<file path="config.mk">
export PLATFORM = sky130hd
export DESIGN_NAME = fcd_clock_divider
export DESIGN_NICKNAME = d
export VERILOG_FILES = /design/src/inc/fcd_pkg.sv /design/src/rtl/fcd_count_divider.sv /design/src/rtl/fcd_clock_divider.sv
export VERILOG_INCLUDE_DIRS = /design/src /design/src/inc
export SDC_FILE = /design/constraint.sdc
export NUM_CORES = 1
export LEC_CHECK = 0
export ABC_CLOCK_PERIOD_IN_PS = 2700
export BUFFER_PORTS_ARGS = -buffer_cell sky130_fd_sc_hd__buf_4
export CORE_MARGIN = 5
export CORE_UTILIZATION = 50
export CTS_CLUSTER_DIAMETER = 200
export DETAILED_ROUTE_END_ITERATION = 6
export PLACE_DENSITY_LB_ADDON = 0.1
export SYNTH_ARGS = -nofsm -noshare
export SYNTH_HDL_FRONTEND = slang
export SYNTH_SLANG_ARGS = --single-unit
export TNS_END_PERCENT = 30
</file>
<file path="constraint.sdc">
create_clock -name clock -period 2.7 [get_ports clock]
set_input_delay 0 -clock clock [delete_from_list [all_inputs] [get_ports clock]]
set_output_delay 0 -clock clock [all_outputs]
set_load 0.005 [all_outputs]
</file>
<file path="src/inc/fcd_defs.svh">
// constants of the memory timing clock divider: offsets, fields, resets
// assumes a 32-bit classic wishbone bus with one register per aligned word
`ifndef FCD_DEFS_SVH
`define FCD_DEFS_SVH

// register indices; byte address is four times the index
`define FCD_DIV_INDEX      2'h0
`define FCD_STATUS_INDEX   2'h1
`define FCD_TICKS_INDEX    2'h2
`define FCD_INDEX_W        2

// field positions of the divider register
`define FCD_LOADED_BIT     7
`define FCD_PRESCALE_BIT   6
`define FCD_RATIO_MSB      5
`define FCD_RATIO_W        6

// field positions of the status register
`define FCD_RUNNING_BIT    0
`define FCD_REJECTED_BIT   1

// reset values
`define FCD_DIV_RESET      8'h00
`define FCD_TICKS_RESET    16'h0000
`define FCD_TICKS_W        16

// prescaler divides by eight: counts 0..7
`define FCD_PRESCALE_LIMIT 3'h7
`define FCD_PRESCALE_W     3

// largest overall ratio, prescaler times divider field plus one
`define FCD_MAX_RATIO      512

`endif

</file>
<file path="src/inc/fcd_pkg.sv">
// types of the memory timing clock divider
// assumes fcd_defs.svh is on the include path
`include "fcd_defs.svh"

package fcd_pkg;

   typedef struct packed
   {
      logic                        prescaleByEightEnable;
      logic [`FCD_RATIO_W-1:0]     dividerRatioField;
   } fcd_div_cfg_t;

   typedef enum logic {
      FCD_BUS_IDLE,
      FCD_BUS_ACK
   } fcd_bus_state_t;

endpackage : fcd_pkg

</file>
<file path="src/rtl/fcd_count_divider.sv">
// counting divider: one tick every (limit + 1) steps
// assumes step is a single-cycle qualifier in the same clock domain
`timescale 1ns/1ps
`include "fcd_defs.svh"

module fcd_count_divider
#(
   parameter int WIDTH = `FCD_RATIO_W
)
(
   input  wire logic             clock,
   input  wire logic             reset,
   input  wire logic             run,
   input  wire logic             step,
   input  wire logic [WIDTH-1:0] limit,
   output logic                  tick
);

   logic [WIDTH-1:0] count;
   logic [WIDTH-1:0] next_count;
   logic             next_tick;

   always_comb
   begin
      next_count = count;
      next_tick  = 1'b0;
      if (!run)
      begin
         next_count = '0;
      end
      else if (step)
      begin
         if (count == limit)
         begin
            // ratio is limit plus one steps
            next_count = '0;
            next_tick  = 1'b1;
         end
         else
         begin
            next_count = count + WIDTH'(1);
         end
      end
   end

   always_ff @(posedge clock or posedge reset)
   begin
      if (reset)
      begin
         count <= '0;
         tick  <= 1'b0;
      end
      else
      begin
         count <= next_count;
         tick  <= next_tick;
      end
   end

endmodule : fcd_count_divider

</file>
<file path="src/rtl/fcd_clock_divider.sv">
// memory timing clock divider with a write-once divider register
// assumes clock is the oscillator clock and a classic wishbone master
`timescale 1ns/1ps
`include "fcd_defs.svh"

module fcd_clock_divider
#(
   parameter int ADDR_W = 4
)
(
   input  wire logic              clock,
   input  wire logic              reset,
   input  wire logic              wbCycI,
   input  wire logic              wbStbI,
   input  wire logic              wbWeI,
   input  wire logic [ADDR_W-1:0] wbAdrI,
   input  wire logic [3:0]        wbSelI,
   input  wire logic [31:0]       wbDatI,
   output logic      [31:0]       wbDatO,
   output logic                   wbAckO,
   output logic                   timingTick,
   output logic                   dividerLoadedFlag,
   output logic                   prescaleByEightEnable,
   output logic      [5:0]        dividerRatioField
);

   // bus handshake state
   fcd_pkg::fcd_bus_state_t busState;
   fcd_pkg::fcd_bus_state_t next_busState;
   logic [31:0]             next_wbDatO;
   logic                    accept;
   logic                    writeLow;
   logic [`FCD_INDEX_W-1:0] regIndex;
   logic                    upperZero;

   // divider register state
   fcd_pkg::fcd_div_cfg_t   divCfg;
   fcd_pkg::fcd_div_cfg_t   next_divCfg;
   logic                    loaded;
   logic                    next_loaded;
   logic                    rejected;
   logic                    next_rejected;

   // time base state
   logic                    preTick;
   logic                    mainStep;
   logic                    mainTick;
   logic [`FCD_TICKS_W-1:0] tickCount;
   logic [`FCD_TICKS_W-1:0] next_tickCount;

   // address above the index field must be zero to hit a register
   assign regIndex  = wbAdrI[`FCD_INDEX_W+1:2];
   assign upperZero = (ADDR_W > `FCD_INDEX_W + 2) ?
                      ((wbAdrI >> (`FCD_INDEX_W + 2)) == '0) : 1'b1;

   // a request is taken once, in the cycle before ack rises
   assign accept    = wbCycI && wbStbI && (busState == fcd_pkg::FCD_BUS_IDLE);
   assign writeLow  = accept && wbWeI && wbSelI[0] && upperZero;

   always_comb
   begin
      next_busState = fcd_pkg::FCD_BUS_IDLE;
      next_wbDatO   = wbDatO;
      if (accept)
      begin
         // unmapped offsets still answer, reading zero
         next_busState = fcd_pkg::FCD_BUS_ACK;
         next_wbDatO   = 32'h00000000;
         if (!wbWeI && upperZero)
         begin
            case (regIndex)
               `FCD_DIV_INDEX:
               begin
                  next_wbDatO[`FCD_LOADED_BIT]     = loaded;
                  next_wbDatO[`FCD_PRESCALE_BIT]   = divCfg.prescaleByEightEnable;
                  next_wbDatO[`FCD_RATIO_MSB:0]    = divCfg.dividerRatioField;
               end
               `FCD_STATUS_INDEX:
               begin
                  next_wbDatO[`FCD_RUNNING_BIT]  = loaded;
                  next_wbDatO[`FCD_REJECTED_BIT] = rejected;
               end
               `FCD_TICKS_INDEX:
               begin
                  next_wbDatO[`FCD_TICKS_W-1:0] = tickCount;
               end
               default:
               begin
                  next_wbDatO = 32'h00000000;
               end
            endcase
         end
      end
   end

   always_ff @(posedge clock or posedge reset)
   begin
      if (reset)
      begin
         busState <= fcd_pkg::FCD_BUS_IDLE;
         wbAckO   <= 1'b0;
         wbDatO   <= 32'h00000000;
      end
      else
      begin
         busState <= next_busState;
         wbAckO   <= (next_busState == fcd_pkg::FCD_BUS_ACK);
         wbDatO   <= next_wbDatO;
      end
   end

   // divider register: configuration takes only the first write with byte lane 0 selected
   always_comb
   begin
      next_divCfg   = divCfg;
      next_loaded   = loaded;
      next_rejected = rejected;
      if (writeLow && (regIndex == `FCD_DIV_INDEX))
      begin
         if (!loaded)
         begin
            next_divCfg.prescaleByEightEnable = wbDatI[`FCD_PRESCALE_BIT];
            next_divCfg.dividerRatioField     = wbDatI[`FCD_RATIO_MSB:0];
         end
         else
         begin
            // late writes are dropped; software can see it here
            next_rejected = 1'b1;
         end
         // bit 7 of the data is ignored; any write with byte lane 0 selected sets the flag
         next_loaded = 1'b1;
      end
      else if (writeLow && (regIndex == `FCD_STATUS_INDEX)
               && wbDatI[`FCD_REJECTED_BIT])
      begin
         next_rejected = 1'b0;
      end
      // a rejected write in the clearing cycle is not reachable: both
      // hit different indices, so one bus access cannot do both
   end

   always_ff @(posedge clock or posedge reset)
   begin
      if (reset)
      begin
         divCfg   <= fcd_pkg::fcd_div_cfg_t'(7'(`FCD_DIV_RESET));
         loaded   <= 1'b0;
         rejected <= 1'b0;
      end
      else
      begin
         divCfg   <= next_divCfg;
         loaded   <= next_loaded;
         rejected <= next_rejected;
      end
   end

   // mirror of the configuration for the downstream algorithm engine
   always_ff @(posedge clock or posedge reset)
   begin
      if (reset)
      begin
         dividerLoadedFlag     <= 1'b0;
         prescaleByEightEnable <= 1'b0;
         dividerRatioField     <= '0;
      end
      else
      begin
         dividerLoadedFlag     <= next_loaded;
         prescaleByEightEnable <= next_divCfg.prescaleByEightEnable;
         dividerRatioField     <= next_divCfg.dividerRatioField;
      end
   end

   // prescaler: one step every eight oscillator cycles
   fcd_count_divider
   #(
      .WIDTH (`FCD_PRESCALE_W)
   )
   u_prescale
   (
      .clock (clock),
      .reset (reset),
      .run   (loaded && divCfg.prescaleByEightEnable),
      .step  (1'b1),
      .limit (`FCD_PRESCALE_LIMIT),
      .tick  (preTick)
   );

   // bypass feeds the oscillator straight into the divider
   assign mainStep = divCfg.prescaleByEightEnable ? preTick : 1'b1;

   // 6-bit field plus one gives 64 at most; with 8 that is 512
   fcd_count_divider
   #(
      .WIDTH (`FCD_RATIO_W)
   )
   u_main
   (
      .clock (clock),
      .reset (reset),
      .run   (loaded),
      .step  (mainStep),
      .limit (divCfg.dividerRatioField),
      .tick  (mainTick)
   );

   // time base stays idle until configured, so no unknown rate escapes
   always_comb
   begin
      next_tickCount = tickCount;
      if (mainTick)
      begin
         next_tickCount = tickCount + `FCD_TICKS_W'(1);
      end
   end

   always_ff @(posedge clock or posedge reset)
   begin
      if (reset)
      begin
         tickCount  <= `FCD_TICKS_RESET;
         timingTick <= 1'b0;
      end
      else
      begin
         tickCount  <= next_tickCount;
         // one pulse per divided period drives the timed events
         timingTick <= mainTick;
      end
   end

endmodule : fcd_clock_divider

</file>
==> summary.md <==
| Metric | Value |
|---|---|
| Status | `finished, final reports clean` |
| Site row count | `25` |
| Main synth FF type | `dfrtp_1` |
| Cell family with most CP delay | `buffers and inverters` |
| Worst IR drop on VDD | `0.000350 V` |
| GRT overflow | `0` |
| Routed WL per cell | `14.1 um` |
| Final WS setup | `0.879 ns` |
| Worst r2r src | `busState` |
| Initial Util | `0.521` |
| CP max-delay cell | `dlygate4sd3_1` |
| FMAX | `549 MHz` |
| Via count | `1647` |
| Drt drc | `0` |
| Worst Path Buf+Inv | `1` |
| Final nets | `319` |
| Startpoint Class | `register` |
| Sw Share | `0.271` |
| Lkg Pwr | `0.00155 uW` |
| Reg-to-reg endpoint | `rejected` |
| Internal | `1350 uW` |
| Post-synth top area share | `0.542` |
| Fillers | `382` |
| Register area | `0.00135 mm^2` |
| Worst Min Path Start | `wbWeI` |
| Area delta synth->final | `20.1%` |
| Post-DP HPWL | `3.38 mm` |
| ANT cells | `0` |
| Crit end category | `register` |
| Final setup fails | `0` |
| Pre-antenna DRT Iters | `4` |
| Hold Path Class | `input pin to register` |
| WS Path Type | `register to register` |
| CTS Root Cell | `clkbuf_8` |
| DIE AREA | `0.00649 mm^2` |
| Pre-CTS setup slack | `0.907 ns` |
| Worst Reg2Reg Path Length in Cells | `5` |
| Post-synthesis cell type count | `32` |
| Multi-input logic area | `0.00101 mm^2` |
| Clock Latency Late Sink | `0.30 ns` |
| Final TNS setup | `0 ns` |
| Critical Path RT | `2.94 ns` |
| P per Cell Area | `619 mW/mm^2` |
| Post-Syn Area | `0.00249 mm^2` |
| Actual slew at the worst max-slew pin | `0.641 ns` |
| Top post-synthesis cells by count | `dfrtp_1, nand2_1, buf_4` |
| H-tree depth | `2` |
| Worst Hold Depth | `3` |
| Worst slew margin | `0.572` |
| Crit path cell chain | `nand3b_4 -> nor2_1 -> a21oi_1 -> o21ai_0 -> dlygate4sd3_1` |
| Sequential Power Share | `0.542` |
| Worst Hold Path EP | `wbDatO[1]` |
| Routed Antenna Nets | `0` |
| Clock transition at path regs | `0.09 ns` |
| Largest net degree at the start of global routing | `33` |
| WL final | `4.78 mm` |
| Die Ht | `80.6 um` |
| Fin. max-slew vios | `0` |
| R2R setup slack | `0.88 ns` |
| Number of DRC markers after the initial detailed-route iteration | `55` |
| Max Cap Violations | `0` |
| Max stage delay on crit path | `0.57 ns` |
| Synth area leader | `dfrtp_1` |
| Crit share post-route | `0.675` |
| Worst EP arrival | `2.06 ns` |
| Average size of a mapped cell | `11.4 um^2` |
| Postcts setup bufs | `0` |
| Combinational fraction of design power | `0.174` |
| Seq/Total Area, Yosys | `0.542` |
| Most frequent cell after synthesis | `dfrtp_1` |
| Tmin final | `1.82 ns` |
| CP max FO | `21` |
| RSZ-0062 raised after global routing | `no` |
| Clock Power Share | `0.284` |
| Number of synthesized register bits | `54` |
| Ports | `87` |
| Global placer's final weighted congestion | `0.724` |
| Vias per cell | `4.87` |
| Share of cells above drive strength 1 | `0.221` |
| Max Buffers Root-to-Sink | `2` |
| Initial antenna violation count | `0` |
| Synth top area cells | `dfrtp_1, buf_4, mux2_4` |
| FFs w/ async S/R, synth | `1.00` |
| Num CTS Buffers | `5` |
| Vias in the first global route | `1683` |
| Num Clock Sinks | `54` |
| Die width | `80.6 um` |
| First-pass GRT wire length | `8.32 mm` |
| Post-synth EDFFs | `0` |
| # port buffers | `40` |
| CTS tree | `yes` |
| Overall Power | `1850 uW` |
| Global Route Usage Sum | `0.169` |
| Cell count after synthesis | `219` |
| Worst Clk Skew | `0.0109 ns` |
| Ys Warns | `0` |
| Fin. Hold Viols | `0` |
| Psw | `503 uW` |
| Core ar. | `0.00479 mm^2` |
[state kept, by name, indices dropped and copies added, names as in the netlist]
register and cells:
dividerLoadedFlag 1, u_main.tick 1, tickCount 16, rejected 1
u_prescale.tick 1, timingTick 1, prescaleByEightEnable 1, busState 1
u_main.count 6, u_prescale.count 3, dividerRatioField 6, wbDatO 16
[through the flow]
step | area [um^2] | std cells | util | hold slack [ns]
2_1_floorplan | 2550 | 234 | - | 0.108
3_3_place_gp | 2790 | 320 | 0.582 | 0.134
3_5_place_dp | 2790 | 320 | 0.582 | 0.140
4_1_cts | 2990 | 338 | 0.625 | 0.0292
5_1_grt | 2990 | 338 | 0.625 | 0.0433
6_report | 2990 | 338 | 0.625 | 0.0420
[what timing repair did]
item	4_1_cts	5_1_grt
resized for setup	0	0
endpoints found under the hold margin	39	0
hold buffers	10	0
[power groups by stage]
stage	Clock (uW)	Sequential, uW	Combinational, uW
after CTS	546	1010	326
after floorplan	0	985	222
after global routing	576	1030	370
after global placement	0	1020	306
final	526	1000	323
after detailed placement	0	1020	313
[tightest hold or removal path, delay by kind of cell]
family                 cells  cell delay, ns
AO/OA/AOI/OAI              1            0.17
buffers and inverters      1            0.09
AND/OR/NAND/NOR            1            0.05
[layout by cell type, fill, tap and decap left out, drive strengths merged]
| master | count |
|---|---|
| mux2i | 8 |
| and3 | 6 |
| o21ai | 14 |
| or4 | 1 |
| or3 | 1 |
| ha | 4 |
| a21o | 1 |
| xnor2 | 12 |
| clkbuf | 7 |
| a21oi | 2 |
| xor2 | 12 |
| nand3 | 6 |
| nor3 | 3 |
| inv | 8 |
| bufinv | 1 |
| a22o | 10 |
| nand3b | 2 |
| nand2b | 2 |
| dfrtp | 54 |
| nand2 | 20 |
| buf | 41 |
| or2 | 1 |
| nor2 | 14 |
| nor3b | 1 |
| nor4 | 1 |
| dlygate4sd3 | 10 |
| nand4 | 5 |
| conb | 16 |
| mux2 | 8 |
[layout make-up]
type,instances,area share
multi-input cells,150,0.339
inverters,8,0.0100
flip-flops and latches,54,0.452
well taps,67,0.0280
clock buffers,7,0.0255
repair buffers,51,0.136
clock inverters,1,0.0100
[cell families (layout without fill, tap and decap cells)]
family,count (synthesis),in the layout,share of synthesized area
flops,54,54,0.542
xor+xnor,24,24,0.0844
compound gates,27,27,0.0703
buf+inv,30,67,0.0733
mux,16,16,0.0789
fa+ha+maj,4,4,0.0201
simple gates,63,63,0.129
other cells,1,16,0.00151
[how the worst max path moves through the flow]
stage | from | endpoint | slack (ns) | cells after the start
global route | busState | wbDatO[11] | 0.69 | 4
CTS | busState | dividerRatioField[2] | 0.88 | 3
global placement | busState | dividerRatioField[0] | 0.92 | 3
detailed placement | busState | dividerRatioField[2] | 0.91 | 3
floorplan | busState | dividerRatioField[0] | 1.14 | 4
finish | busState | rejected | 0.88 | 5
[layer usage]
metal | wire [um] | part of all wire | GRT usage
met4 | 72 | 0.015 | 0.0608
met1 | 2300 | 0.48 | 0.237
met2 | 2080 | 0.44 | 0.252
met5 | 0 | 0 | 0
met3 | 325 | 0.068 | 0.0426
(Power assumes the default switching activity.)
